--- src/common/phy_status_defines.vh ---
`ifndef PHY_STATUS_DEFINES_VH
`define PHY_STATUS_DEFINES_VH

// Clock and jabber timing
`define CLK_PERIOD_NS      10
`define JABBER_TIME_MS     105
`define NS_PER_MS          1000000
`define JABBER_CNT_W       24

// Register addresses
`define REG_ADDR_W         5
`define REG_BASIC_STATUS   5'h01
`define REG_PHY_ID_HIGH    5'h02

// Basic status bit positions
`define BS_T4              15
`define BS_ABIL_HI         14
`define BS_ABIL_LO         11
`define BS_PREAMBLE_OPT    6
`define BS_AN_COMPLETE     5
`define BS_REMOTE_FAULT    4
`define BS_AN_ABILITY      3
`define BS_LINK_STATUS     2
`define BS_JABBER          1
`define BS_EXT_CAP         0

// Identifier reset value (arbitrary, neutral)
`define PHY_ID_HIGH_RST    16'h5A5A

// Management frame layout
`define MF_PREAMBLE_LEN    6'h20
`define MF_HDR_LAST        4'hB
`define MF_DATA_LAST       4'hF
`define MF_OP_READ         2'h2
`define MF_OP_WRITE        2'h1

`endif

--- src/rtl/jabber_timer.v ---
`include "phy_status_defines.vh"

module jabber_timer #(
   parameter                    CNT_W = `JABBER_CNT_W,
   parameter [CNT_W-1:0]        LIMIT = 24'hA037A0
) (
   input  wire                  i_core_clk,
   input  wire                  i_rst_n,
   input  wire                  i_tx_active,
   input  wire                  i_speed_10,
   output wire                  o_cutoff,
   output wire                  o_jabber_pulse
);

   reg  [CNT_W-1:0]             cnt_r;
   reg                          cutoff_r;
   reg                          pulse_r;

   assign o_cutoff       = cutoff_r;
   assign o_jabber_pulse = pulse_r;

   always @(posedge i_core_clk) begin
      if (!i_rst_n) begin
         cnt_r    <= {CNT_W{1'b0}};
         cutoff_r <= 1'b0;
         pulse_r  <= 1'b0;
      end else begin
         pulse_r <= 1'b0;
         if (!i_tx_active) begin
            cnt_r    <= {CNT_W{1'b0}};
            cutoff_r <= 1'b0;
         end else if (i_speed_10 && !cutoff_r) begin
            if (cnt_r == LIMIT) begin
               cutoff_r <= 1'b1;
               pulse_r  <= 1'b1;
            end else begin
               cnt_r <= cnt_r + {{(CNT_W-1){1'b0}}, 1'b1};
            end
         end
      end
   end

endmodule // jabber_timer

--- src/rtl/phy_status_regs.v ---
// Behaviour
// - Status bit 15 for four-pair 100 Mb/s always reads zero.
// - Status bits 14 to 11 mirror the four advertised ability bits.
// - Status bit 6 follows the preamble setting, which also makes preamble optional.
// - Status bit 5 shows that auto-negotiation has completed.
// - Status bit 4 shows partner remote fault with autoneg on, far-end fault otherwise.
// - Status bit 3 always reads one.
// - Status bit 2 shows link, latches low on failure until the status register is read.
// - A 10 Mb/s transmission longer than 105 ms is cut off and sets the jabber bit.
// - A set jabber bit with its mask bit set raises the management interrupt.
// - The jabber bit stays set until a status read, interrupt status read or reset.
// - No jabber detection happens at 100 Mb/s.
// - Status bit 0 always reads one.
// - Identifier bits 3 to 18 sit in descending order from register bit 15 down.
// - Writes to the identifier register are ignored in compatibility mode.
// - Management transactions keep working while the data path is isolated.
`include "phy_status_defines.vh"

module phy_status_regs #(
   parameter [`JABBER_CNT_W-1:0] JABBER_CYCLES =
      `JABBER_TIME_MS * `NS_PER_MS / `CLK_PERIOD_NS
) (
   input  wire                  i_core_clk,
   input  wire                  i_rst_n,
   input  wire                  i_mdc,
   input  wire                  i_mdio,
   output wire                  o_mdio,
   output wire                  o_mdio_oe_n,
   input  wire [4:0]            i_phy_addr,
   input  wire [3:0]            i_adv_ability,
   input  wire                  i_mgmt_preamble_setting,
   input  wire                  i_an_enable,
   input  wire                  i_an_complete,
   input  wire                  i_lp_remote_fault,
   input  wire                  i_far_end_fault,
   input  wire                  i_link_ok,
   input  wire                  i_isolate,
   input  wire                  i_speed_10,
   input  wire                  i_tx_active,
   input  wire                  i_irq_status_read,
   input  wire                  i_jabber_irq_mask,
   input  wire                  i_compat_mode,
   output wire                  o_tx_cutoff,
   output wire                  o_mgmt_irq
);

   localparam [2:0] ST_IDLE  = 3'h0;
   localparam [2:0] ST_START = 3'h1;
   localparam [2:0] ST_HDR   = 3'h2;
   localparam [2:0] ST_TA    = 3'h3;
   localparam [2:0] ST_RDATA = 3'h4;
   localparam [2:0] ST_WDATA = 3'h5;

   reg  [2:0]                   mdc_sync_r;
   reg  [2:0]                   mdio_sync_r;
   reg                          mdc_lvl_r;
   reg                          mdio_lvl_r;
   reg  [2:0]                   state_r;
   reg  [5:0]                   pre_cnt_r;
   reg  [3:0]                   cnt_r;
   reg  [11:0]                  hdr_r;
   reg                          is_read_r;
   reg  [15:0]                  sh_r;
   reg                          mdio_out_r;
   reg                          mdio_oe_n_r;
   reg                          status_read_r;
   reg                          link_lat_r;
   reg                          jabber_r;
   reg                          irq_r;
   reg  [15:0]                  phy_id_high_r;
   reg  [15:0]                  status_w;
   reg  [15:0]                  rd_mux_w;

   wire                         mdc_stable;
   wire                         mdc_rise;
   wire                         bit_in;
   wire [11:0]                  hdr_full;
   wire                         jabber_pulse;
   wire                         preamble_optional_flag;

   assign o_mdio      = mdio_out_r;
   assign o_mdio_oe_n = mdio_oe_n_r;
   assign o_mgmt_irq  = irq_r;

   // Change counts once second and third stage agree
   assign mdc_stable = (mdc_sync_r[1] == mdc_sync_r[2]);
   assign mdc_rise   = mdc_stable & mdc_sync_r[2] & ~mdc_lvl_r;
   assign bit_in     = (mdio_sync_r[1] == mdio_sync_r[2]) ? mdio_sync_r[2] : mdio_lvl_r;
   assign hdr_full   = {hdr_r[10:0], bit_in};

   assign preamble_optional_flag = i_mgmt_preamble_setting;

   jabber_timer #(
      .CNT_W          (`JABBER_CNT_W),
      .LIMIT          (JABBER_CYCLES)
   ) u_jabber (
      .i_core_clk     (i_core_clk),
      .i_rst_n        (i_rst_n),
      .i_tx_active    (i_tx_active & ~i_isolate),
      .i_speed_10     (i_speed_10),
      .o_cutoff       (o_tx_cutoff),
      .o_jabber_pulse (jabber_pulse)
   );

   always @* begin
      status_w = 16'h0000;
      status_w[`BS_T4] = 1'b0;
      status_w[`BS_ABIL_HI:`BS_ABIL_LO] = i_adv_ability;
      status_w[`BS_PREAMBLE_OPT] = preamble_optional_flag;
      status_w[`BS_AN_COMPLETE] = i_an_complete;
      status_w[`BS_REMOTE_FAULT] = i_an_enable ? i_lp_remote_fault : i_far_end_fault;
      status_w[`BS_AN_ABILITY] = 1'b1;
      status_w[`BS_LINK_STATUS] = link_lat_r;
      status_w[`BS_JABBER] = jabber_r;
      status_w[`BS_EXT_CAP] = 1'b1;
   end

   always @* begin
      case (hdr_full[4:0])
         `REG_BASIC_STATUS: rd_mux_w = status_w;
         `REG_PHY_ID_HIGH:  rd_mux_w = phy_id_high_r;
         default:           rd_mux_w = 16'h0000;
      endcase
   end

   // Input synchronisers and filtered levels
   always @(posedge i_core_clk) begin
      if (!i_rst_n) begin
         mdc_sync_r  <= 3'h0;
         mdio_sync_r <= 3'h7;
         mdc_lvl_r   <= 1'b0;
         mdio_lvl_r  <= 1'b1;
      end else begin
         mdc_sync_r  <= {mdc_sync_r[1:0], i_mdc};
         mdio_sync_r <= {mdio_sync_r[1:0], i_mdio};
         if (mdc_stable) begin
            mdc_lvl_r <= mdc_sync_r[2];
         end
         if (mdio_sync_r[1] == mdio_sync_r[2]) begin
            mdio_lvl_r <= mdio_sync_r[2];
         end
      end
   end

   // Management frame engine, independent of isolation
   always @(posedge i_core_clk) begin
      if (!i_rst_n) begin
         state_r       <= ST_IDLE;
         pre_cnt_r     <= 6'h00;
         cnt_r         <= 4'h0;
         hdr_r         <= 12'h000;
         is_read_r     <= 1'b0;
         sh_r          <= 16'h0000;
         mdio_out_r    <= 1'b1;
         mdio_oe_n_r   <= 1'b1;
         status_read_r <= 1'b0;
         phy_id_high_r <= `PHY_ID_HIGH_RST;
      end else begin
         status_read_r <= 1'b0;
         if (mdc_rise) begin
            case (state_r)
               ST_IDLE: begin
                  if (bit_in) begin
                     if (pre_cnt_r != `MF_PREAMBLE_LEN) begin
                        pre_cnt_r <= pre_cnt_r + 6'h01;
                     end
                  end else begin
                     if (pre_cnt_r == `MF_PREAMBLE_LEN || preamble_optional_flag) begin
                        state_r <= ST_START;
                     end
                     pre_cnt_r <= 6'h00;
                  end
               end
               ST_START: begin
                  cnt_r   <= 4'h0;
                  state_r <= bit_in ? ST_HDR : ST_IDLE;
               end
               ST_HDR: begin
                  hdr_r <= hdr_full;
                  cnt_r <= cnt_r + 4'h1;
                  if (cnt_r == `MF_HDR_LAST) begin
                     cnt_r <= 4'h0;
                     if (hdr_full[9:5] != i_phy_addr) begin
                        state_r <= ST_IDLE;
                     end else if (hdr_full[11:10] == `MF_OP_READ) begin
                        sh_r          <= rd_mux_w;
                        status_read_r <= (hdr_full[4:0] == `REG_BASIC_STATUS);
                        is_read_r     <= 1'b1;
                        state_r       <= ST_TA;
                     end else if (hdr_full[11:10] == `MF_OP_WRITE) begin
                        is_read_r <= 1'b0;
                        state_r   <= ST_TA;
                     end else begin
                        state_r <= ST_IDLE;
                     end
                  end
               end
               ST_TA: begin
                  cnt_r <= cnt_r + 4'h1;
                  if (cnt_r == 4'h0) begin
                     if (is_read_r) begin
                        mdio_out_r  <= 1'b0;
                        mdio_oe_n_r <= 1'b0;
                     end
                  end else begin
                     cnt_r <= 4'h0;
                     if (is_read_r) begin
                        mdio_out_r <= sh_r[15];
                        sh_r       <= {sh_r[14:0], 1'b0};
                        state_r    <= ST_RDATA;
                     end else begin
                        state_r <= ST_WDATA;
                     end
                  end
               end
               ST_RDATA: begin
                  cnt_r <= cnt_r + 4'h1;
                  if (cnt_r == `MF_DATA_LAST) begin
                     mdio_oe_n_r <= 1'b1;
                     mdio_out_r  <= 1'b1;
                     state_r     <= ST_IDLE;
                  end else begin
                     mdio_out_r <= sh_r[15];
                     sh_r       <= {sh_r[14:0], 1'b0};
                  end
               end
               ST_WDATA: begin
                  sh_r  <= {sh_r[14:0], bit_in};
                  cnt_r <= cnt_r + 4'h1;
                  if (cnt_r == `MF_DATA_LAST) begin
                     state_r <= ST_IDLE;
                     if (hdr_r[4:0] == `REG_PHY_ID_HIGH && !i_compat_mode) begin
                        phy_id_high_r <= {sh_r[14:0], bit_in};
                     end
                  end
               end
               default: begin
                  state_r     <= ST_IDLE;
                  mdio_oe_n_r <= 1'b1;
               end
            endcase
         end
      end
   end

   // Latched status bits and interrupt
   always @(posedge i_core_clk) begin
      if (!i_rst_n) begin
         link_lat_r <= 1'b0;
         jabber_r   <= 1'b0;
         irq_r      <= 1'b0;
      end else begin
         if (!i_link_ok) begin
            link_lat_r <= 1'b0;
         end else if (status_read_r) begin
            link_lat_r <= 1'b1;
         end
         if (jabber_pulse) begin
            jabber_r <= 1'b1;
         end else if (status_read_r || i_irq_status_read) begin
            jabber_r <= 1'b0;
         end
         irq_r <= (jabber_r | jabber_pulse) & i_jabber_irq_mask;
      end
   end

endmodule // phy_status_regs

--- config.mk ---
export PLATFORM = sky130hd
export DESIGN_NAME = phy_status_regs
export DESIGN_NICKNAME = d
export VERILOG_FILES = /design/src/rtl/jabber_timer.v /design/src/rtl/phy_status_regs.v
export VERILOG_INCLUDE_DIRS = /design/src /design/src/common
export SDC_FILE = /design/constraint.sdc
export NUM_CORES = 1
export LEC_CHECK = 0
export BUFFER_PORTS_ARGS = -buffer_cell sky130_fd_sc_hd__buf_4
export CAP_MARGIN = 30
export CORE_ASPECT_RATIO = 1.4
export CORE_MARGIN = 4
export CORE_UTILIZATION = 56
export DETAILED_ROUTE_END_ITERATION = 7
export GPL_ROUTABILITY_DRIVEN = 0
export GPL_TIMING_DRIVEN = 0
export HOLD_SLACK_MARGIN = 0.02
export PLACE_DENSITY_LB_ADDON = 0.08
export SLEW_MARGIN = 20
export SYNTH_ARGS = -nofsm -noshare
export SYNTH_HDL_FRONTEND = slang
export SYNTH_HIERARCHICAL = 1
export SYNTH_SLANG_ARGS = --single-unit
--- constraint.sdc ---
create_clock -name i_core_clk -period 2.4 [get_ports i_core_clk]
set_input_delay 0.36 -clock i_core_clk [delete_from_list [all_inputs] [get_ports i_core_clk]]
set_output_delay 0.36 -clock i_core_clk [all_outputs]
set_load 0.01 [all_outputs]
## After elaboration in Yosys (flattened, before gate mapping)

Index checks and enable logic that the tools add are counted.

| word-level totals | value |
|---|---|
| bits in registers | 97 |
| output and inout port bits | 4 |
| word-level logic and storage cells | 137 |
| bits of input ports | 25 |

| cells by class | value |
|---|---|
| add/sub/neg operators | 3 |
| equality and inequality tests | 30 |
| reduce and logical (&&, ||, !) cells | 30 |
| mux-type cells | 39 |
| bitwise gates (word level) | 15 |

Operator list:

| operator | count |
|---|---|
| two-way mux 16 bit | 6 |
| case mux 16 bit (4 select lines) | 1 |
| case mux 16 bit (2 select lines) | 1 |
| adder 24 x 1 -> 24 bit (second input constant) | 1 |
| equality test 24 bit (second input constant) | 1 |
| inequality test 2 bit (second input constant) | 10 |
| case mux 4 bit (4 select lines) | 1 |
| two-way mux 3 bit | 5 |
| case mux 3 bit (5 select lines) | 1 |
| two-way mux 1 bit | 14 |
| two-way mux 6 bit | 2 |
| AND reduction 2 bit | 6 |
| equality test 5 x 2 -> 1 bit (second input constant) | 2 |
| inverter 1 bit | 10 |
| AND reduction 5 bit | 2 |
| AND reduction 3 bit | 3 |
| equality test 4 bit (second input constant) | 2 |
| two-way mux 2 bit | 4 |
| two-way mux 4 bit | 2 |
| AND reduction 8 bit | 1 |
| nonzero test 4 bit | 2 |
| adder 6 x 1 -> 6 bit (second input constant) | 1 |
| equality test 3 x 2 -> 1 bit (second input constant) | 2 |
| equality test 3 bit (second input constant) | 2 |
| 25 further kinds | 35 |

## Depth between registers and ports, before layout

Gate-level depths: netlist of run 1.

| depth | value |
|---|---|
| depth after elaboration | 8 |
| mapped depth | 9 |
| gate-level depth less buffers | 7 |

## Cells and area by module

The synthesis of run 1 kept the hierarchy.

By module, submodules not included:

| module | instances | cells an instance | area an instance (um^2) | sequential area each (um^2) |
|---|---|---|---|---|
| phy_status_regs | 1 | 393 | 3433.3 | 1421.4 |
| jabber_timer | 1 | 145 | 1352.5 | 520.5 |

## Worst setup path before layout of run 1

No wires, ideal clock.

| timing path | value |
|---|---|
| path kind | flip-flop to flip-flop |
| start point | reg cnt_r[0] (netlist name) |
| end point | reg sh_r[10] |
| data required time | 2.260 ns |
| path buffers | 2 |
| library setup time | 0.140 ns |
| stages on the path, launching flop included | 9 |
| path slack | 0.422 ns |
| period minus slack after synthesis | 1.978 ns |
| arrival | 1.838 ns |
| cells stage by stage | dfxtp_1 -> ha_1 -> nand3b_1 -> and2_1 -> a2111oi_4 -> and2_1 -> buf_4 -> buf_8 -> a211oi_2 |

RTL lines:

| element | line | RTL |
|---|---|---|
| to (signal assigned) | phy_status_regs.v:186 | `sh_r <= rd_mux_w;` |
| to (signal assigned) | phy_status_regs.v:209 | `sh_r <= {sh_r[14:0], 1'b0};` |
| to (signal assigned) | phy_status_regs.v:224 | `sh_r <= {sh_r[14:0], 1'b0};` |
| to (decl) | phy_status_regs.v:63 | `reg [15:0] sh_r;` |

==> results.txt, run 1 <==
----------------------------------------------------
[STA]
  Fraction of the cycle the final worst path needs ... 0.946
  Final-report max-slew violation count ... 0
  Final Hold Viols ... 0
  Final setup violating endpoints ... 0
  Achievable frequency ... 440 MHz
  Max Clock Skew ... 0.00505 ns
  Sum of negative setup slack ... 0 ns
  RSZ-0062 raised after global routing ... no
  Worst-case headroom to the max-slew limit ... 0.455
  Tightest Pin Transition ... 0.809 ns
  Min cycle time layout ... 2.27 ns

[Worst setup path]
  Critical register-to-register path endpoint ... sh_r[9]$_SDFFE_PN0P_
  Sort of element at the end of the critical path ... flip-flop
  Arrival time reported for the critical path endpoint ... 2.47 ns
  Worst r2r src ... cnt_r[0]$_SDFFE_PN0P_
  Critical path's slowest cell ... sky130_fd_sc_hd__a2111oi_4
  Type of the worst setup path ... reg -> reg
  Setup slack of the most critical reg-to-reg path ... 0.13 ns
  CP Launch Type ... flip-flop
  Maximum fanout along the worst path ... 10
  Worst-case reg-to-reg path depth ... 9
  Maximum cell stage delay along the critical path ... 0.57 ns
  Required time of the critical path ... 2.60 ns
  Worst-path cell chain ... inv_1, ha_1, or3b_2, a21oi_2, a2111oi_4, and2_1, buf_4, buf_8, a211oi_2

[Logic synthesis]
  Instance count of the mapped netlist ... 538
  Warnings from Yosys ... 6
  Sequential-to-total area share from yosys stat ... 0.406
  Yosys cell types ... 71
  Asr flop ratio synth ... 0
  Syn Area/Cell ... 8.90 um^2
  Post-Synthesis Cell Area ... ~0.0048 mm^2
  Top area cells in the synthesized netlist ... sky130_fd_sc_hd__dfxtp_1, sky130_fd_sc_hd__nand2_1, sky130_fd_sc_hd__mux2i_1, sky130_fd_sc_hd__a21oi_1, sky130_fd_sc_hd__nor2_1
  Number of nets produced by synthesis ... 571
  Number of enable flip-flop cells after synthesis ... 0
  Portion of synthesized cell area occupied by the leading cell type ... 0.406
  Cell taking the most area after synthesis ... sky130_fd_sc_hd__dfxtp_1
  Register bit count reported by yosys ... 97
  Leading post-synthesis cells by instance count ... sky130_fd_sc_hd__dfxtp_1, sky130_fd_sc_hd__nand2_1, sky130_fd_sc_hd__nor2_1
  Most used standard cell by instance count after synthesis ... sky130_fd_sc_hd__dfxtp_1
  Most used flip-flop cell after synthesis ... sky130_fd_sc_hd__dfxtp_1

[Worst hold path]
  Worst hold start ... i_mdio
  Hold Crit Endpoint ... mdio_sync_r[0]$_SDFF_PN1_
  Tightest Hold Check Type ... in -> reg
  Worst Hold Depth ... 2

[Pwr]
  Largest voltage drop on the vdd net ... 0.501 mV
  PD cells ... 582 mW/mm^2
  Overall Power ... 0.00317 W
  Static leakage ... 2.03 nW

[Floorplan]
  Number of rows in the core area ... 39
  Die height ... 117 um
  Initial core utilization ... 0.580
  Ports placed on the boundary ... 29
  Core Area ... 0.00825 mm^2
  Horizontal die dimension ... 86.1 um
  Die Footprint ... 0.0101 mm^2

[Route]
  Routed wire length ... 11100 um
  Number of optimization iterations in the first detailed-route pass ... 5
  Routed vias ... a little over 4000
  Number of nets with antenna violations after routing ... 0
  Iteration-0 DRC count of the detailed router ... 175
  Routed len/inst ... around 16 um
  # DRC ... 0
  Detailed-route vias per instance ... 5.90

[CTS]
  TritonCTS Buffers ... 9
  Maximum level of the CTS H-tree ... 3
  Number of sinks on the clock net ... 97
  Clock latency on the worst-skew pair ... roughly 0.34 ns
  Buffer type at the clock tree root ... sky130_fd_sc_hd__clkbuf_16
  Clk slew on worst S/H paths ... 0.06 ns
  Bufs on Longest Clock Path ... 2
  TritonCTS clock tree ... built

[Global route]
  Remaining global-route overflow ... 0
  Vias in the first global route ... 3834
  Pin count of the biggest net entering global routing ... 15
  Antenna violations before repair ... 0
  Total routing usage reported by global routing ... 0.224
  First-pass GRT wire length ... 18200 um

[Layout]
  Layout filler cell count ... 723
  Fraction of final layout cells with drive strength greater than 1 ... 0.166
  Inserted Diodes ... 0
  Synthesis-to-layout area growth ... 13.9%
  Area taken by multi-input logic gates ... 0.00262 mm^2
  Nets ... 614
  Register Area ... 0.00194 mm^2

[Outcome]
  Run status ... finished, final reports clean

[Place]
  Input/output buffers ... 28
  Post-DP HPWL ... 7820 um

[Job]
  Reported max-cap violation count ... 0

----------------------------------------------------
==> cells by family after synthesis <==
group                      synth area share
and+or+nand+nor                       0.250
AOI/OAI and AO/OA                     0.173
DFF                                   0.406
buffers and inverters                0.0478
xor gates and xnor gates             0.0494
muxes                                0.0505
adders and majority gates            0.0230
==> worst max-delay path, delay by kind of cell, from the launching register on <==
kind / cells / cell delay (ns)
adder cells (fa/ha/maj): 1 / 0.21
AND/OR/NAND/NOR: 2 / 0.44
buffers and inverters: 3 / 0.37
AO/OA/AOI/OAI: 3 / 0.72
flip-flops: 1 / 0.38
==> routing by layer <==
metal,GRT usage,up-vias,part of all wire
li1,-,1997,-
met1,0.282,1941,0.44
met4,0.103,0,0.022
met2,0.378,96,0.50
met3,0.0231,18,0.039
met5,0,-,0
==> registers in the layout (all words and copies together) (netlist names), 3 cells and up <==
signal,count
u_jabber/cnt_r,24
phy_id_high_r,16
sh_r,16
hdr_r,11
pre_cnt_r,6
cnt_r,4
mdc_sync_r,3
mdio_sync_r,3
state_r,3
==> metrics by stage <==
stage	worst slack [ns]	area (um^2)	cells	hold WS, ns	utilization
after global routing	0.0233	5450	687	0.203	0.661
final	0.129	5450	687	0.198	0.661
after CTS	0.117	5420	683	0.191	0.657
after floorplan	0.422	4790	538	0.386	-
after global placement	0.135	5120	668	0.391	0.621
after detailed placement	0.140	5120	668	0.405	0.621
==> cells in the final DEF, fill, tap and decap left out, drive strengths merged, types with 15 or more instances in the layout <==
master  netlist  layout
nor2         54      54
inv          16      16
clkbuf       16      28
xnor2        15      15
dfxtp        97      97
nand3        17      17
a21oi        44      44
a211oi       15      15
buf          13      45
mux2i        23      23
nand2        67      67
==> report_power, final <==
part	internal [W]	switching [W]
sequential	0.00161	0.00000282
combinational	0.0000486	0.0000612
clock	0.000856	0.000589
==> layout make-up <==
type                       instances  share of cell area
multi-input combinational        394               0.480
clock buffer                      12              0.0471
sequential                        97               0.356
clock inverter                     3             0.00735
tap                              102              0.0234
inverter                          17              0.0117
buffer                            30              0.0303
timing repair buffer              32              0.0441
==> worst max-delay path by stage <==
stage                          start                       endpoint  slack (ns)  cells after the start
4_1_cts        cnt_r[0]$_SDFFE_PN0P_           sh_r[9]$_SDFFE_PN0P_        0.12                      8
5_1_grt        cnt_r[0]$_SDFFE_PN0P_  phy_id_high_r[9]$_SDFFE_PN1P_        0.02                      7
3_5_place_dp   cnt_r[0]$_SDFFE_PN0P_           sh_r[8]$_SDFFE_PN0P_        0.14                      8
3_3_place_gp   cnt_r[0]$_SDFFE_PN0P_          sh_r[10]$_SDFFE_PN0P_        0.14                      8
2_1_floorplan  cnt_r[0]$_SDFFE_PN0P_          sh_r[10]$_SDFFE_PN0P_        0.42                      8
6_report       cnt_r[0]$_SDFFE_PN0P_           sh_r[9]$_SDFFE_PN0P_        0.13                      9
==> timing repair <==
item	in CTS	in global routing
buffers inserted	0	4
endpoints found under the setup margin	0	19
hold buffers	0	0
gates resized for setup	0	0
Power figures use the tool's default switching activity.
==> run 2: changes to the inputs <==
--- a/config.mk
+++ b/config.mk
@@ -10,12 +10,13 @@
 export CAP_MARGIN = 30
 export CORE_ASPECT_RATIO = 1.4
 export CORE_MARGIN = 4
-export CORE_UTILIZATION = 56
+export CORE_UTILIZATION = 30
 export DETAILED_ROUTE_END_ITERATION = 7
 export GPL_ROUTABILITY_DRIVEN = 0
 export GPL_TIMING_DRIVEN = 0
 export HOLD_SLACK_MARGIN = 0.02
 export PLACE_DENSITY_LB_ADDON = 0.08
+export SKIP_CTS_REPAIR_TIMING = 1
 export SLEW_MARGIN = 20
 export SYNTH_ARGS = -nofsm -noshare
 export SYNTH_HDL_FRONTEND = slang
==> run 2 against run 1 <==
Design area increased by 2.9%. Power fell by 0.21%. Count of clock-buffer cells in the layout up 2. Non-clock buffer count is 3 higher. Clock power hardly changed. Via count shrank 2.7%. Fmax up 1.4%. Register-to-register slack improved by 0.03 ns. Setup slack gained 0.032 ns. First-iteration DRC count fell by 3.4%.
==> results.txt, run 2 (synthesis results as in run 1) <==
----------------------------------------------------
[Outcome]
  Run status ... finished, final reports clean

[Floorplan]
  Initial core utilization ... 0.307 (-0.274)
  Core Area ... 0.0156 mm^2 (+89%)
  Horizontal die dimension ... 115 um (+33%)
  Number of rows in the core area ... 54 (+38%)
  Die Footprint ... 0.0181 mm^2 (+79%)
  Die height ... 157 um (+34%)
  Ports placed on the boundary ... 29 (unchanged)

[CTS]
  TritonCTS Buffers ... 9 (unchanged)
  Maximum level of the CTS H-tree ... 3 (unchanged)
  Bufs on Longest Clock Path ... 2 (unchanged)
  Buffer type at the clock tree root ... sky130_fd_sc_hd__clkbuf_16
  Clock latency on the worst-skew pair ... 0.34 ns (about the same)
  TritonCTS clock tree ... built
  Number of sinks on the clock net ... 97 (unchanged)
  Clk slew on worst S/H paths ... 0.07 ns (about the same)

[STA]
  Worst Setup Slack, final ... 0.161 ns (+0.0320 ns)
  Worst-case headroom to the max-slew limit ... 0.409 (-0.0460)
  Min cycle time layout ... 2.24 ns (-0.0320 ns)
  Final Hold Viols ... 0 (unchanged)
  Max Clock Skew ... 0.00762 ns (+0.00257 ns)
  Tightest Pin Transition ... 0.877 ns (+0.0683 ns)
  Hold slack final ... 0.210 ns (+0.0125 ns)
  Final-report max-slew violation count ... 0 (unchanged)
  Fraction of the cycle the final worst path needs ... 0.933 (-0.0133)
  Achievable frequency ... 447 MHz (+1.4%)
  Final setup violating endpoints ... 0 (unchanged)
  Sum of negative setup slack ... 0 ns (unchanged)
  RSZ-0062 raised after global routing ... no

[Layout]
  Total non-filler cell area in the finished layout ... 0.00561 mm^2 (+2.9%)
  Number of standard cells in the layout, taps in and fillers out ... 785 (+14%)
  Top library cells by usage in the layout, fill and taps aside ... sky130_fd_sc_hd__dfxtp_1, sky130_fd_sc_hd__nand2_1, sky130_fd_sc_hd__nor2_1, sky130_fd_sc_hd__a21oi_1, sky130_fd_sc_hd__buf_4
  Nets ... 617 (+0.49%)
  Commonest non-fill, non-tap cell in the layout ... sky130_fd_sc_hd__dfxtp_1
  Number of flip-flops under the largest register name ... 24 (unchanged)
  Fraction of final layout cells with drive strength greater than 1 ... 0.178 (+0.0125)
  Largest registers ... u_jabber/cnt_r x24, phy_id_high_r x16, sh_r x16
  Synthesis-to-layout area growth ... 17.2%
  Inserted Diodes ... 0 (unchanged)
  Register containing the most flip-flops in the final layout ... u_jabber/cnt_r

[Worst setup path]
  Critical path's slowest cell ... sky130_fd_sc_hd__or3b_2
  Type of the worst setup path ... reg -> reg
  Sort of element at the end of the critical path ... flip-flop
  Cell mode on critical path ... sky130_fd_sc_hd__buf_4
  Worst-path cell chain ... inv_1, ha_1, or3b_2, a21oi_2, a2111oi_4, buf_4, and2_1, buf_4, buf_8, a211oi_2
  Maximum cell stage delay along the critical path ... 0.51 ns (-0.06 ns)
  Arrival time reported for the critical path endpoint ... 2.49 ns (+0.02 ns)
  Required time of the critical path ... 2.66 ns (+0.06 ns)
  CP Launch Type ... flip-flop
  Maximum fanout along the worst path ... 10 (unchanged)

[Route]
  Routed wire length ... 12400 um (+12%)
  Number of nets with antenna violations after routing ... 0 (unchanged)
  Number of optimization iterations in the first detailed-route pass ... 4 (-1)
  # DRC ... 0 (unchanged)
  Iteration-0 DRC count of the detailed router ... 169 (-3.4%)
  Detailed-route vias per instance ... 5.02 (-15%)
  Routed len/inst ... 15.8 um (-2.1%)
  Routed vias ... 3941 (-2.7%)

[Place]
  Area of placed instances ... 0.00524 mm^2 (+2.3%)
  DP Cell Count ... 762 (+14%)
  Dpl ws ... -0.0298 ns (-0.170 ns)
  Input/output buffers ... 28 (unchanged)
  Post-DP HPWL ... 9090 um (+16%)

[Pwr]
  Static leakage ... 2.04 nW (+0.74%)
  PD cells ... 564 mW/mm^2 (-3.0%)
  Largest voltage drop on the vdd net ... 0.272 mV (-46%)

[Global route]
  Antenna violations before repair ... 0 (unchanged)
  Remaining global-route overflow ... 0 (unchanged)
  Vias in the first global route ... 3897 (+1.6%)
  Total routing usage reported by global routing ... 0.145 (-0.0794)
  First-pass GRT wire length ... 20700 um (+13%)
  Pin count of the biggest net entering global routing ... 15 (unchanged)

[Worst hold path]
  Tightest Hold Check Type ... in -> reg

[Job]
  Reported max-cap violation count ... 0 (unchanged)

----------------------------------------------------
==> run 2: power by group <==
part           leakage, nW  total [W]  internal (W)  switching [W]
registers            0.783    0.00162       0.00161     0.00000267
clock network        0.149    0.00144      0.000815       0.000622
logic                 1.11   0.000112     0.0000487      0.0000629
==> run 2: area by class of cell <==
| cell class | instances | area [um^2] |
|---|---|---|
| fillers | 1618 | 10000 |
| flip-flops and latches | 97 | 1940 |
| well taps | 196 | 245 |
| multi-input cells | 394 | 2640 |
| plain buffers | 30 | 165 |
| inverters | 17 | 63.8 |
| clock buffers | 14 | 284 |
| repair buffers | 35 | 263 |
| clock inverters | 2 | 10.0 |
==> run 2: worst max-delay path: cells and delay by family (launching register included) <==
family | cells | cell delay [ns]
adder cells (fa/ha/maj) | 1 | 0.15
AND/OR/NAND/NOR | 2 | 0.64
AO/OA/AOI/OAI | 3 | 0.47
flip-flops | 1 | 0.34
buffers and inverters | 4 | 0.54
==> run 2: stage by stage <==
step / utilization / total power, W
after global routing: 0.359 / 0.00329
after floorplan: - / 0.00171
after CTS: 0.355 / 0.00322
after detailed placement: 0.336 / 0.00177
after global placement: 0.336 / 0.00177
final: 0.359 / 0.00317
==> run 2: path summary, 6_finish.rpt <==
check	from	slack, ns	cells past startpoint	end
min	i_mdio	0.21	2	mdio_sync_r[0]$_SDFF_PN1_
max reg2reg	cnt_r[0]$_SDFFE_PN0P_	0.16	10	sh_r[13]$_SDFFE_PN0P_
min reg2reg	mdio_sync_r[0]$_SDFF_PN1_	0.41	1	mdio_sync_r[1]$_SDFF_PN1_
max	cnt_r[0]$_SDFFE_PN0P_	0.16	10	sh_r[13]$_SDFFE_PN0P_
==> run 2: metal layers <==
layer	global-route usage	routed length (um)	vias up
met4	0.0436	169	0
met2	0.257	6470	53
li1	-	-	2011
met5	0	0	-
met1	0.177	5370	1863
met3	0.0254	378	14
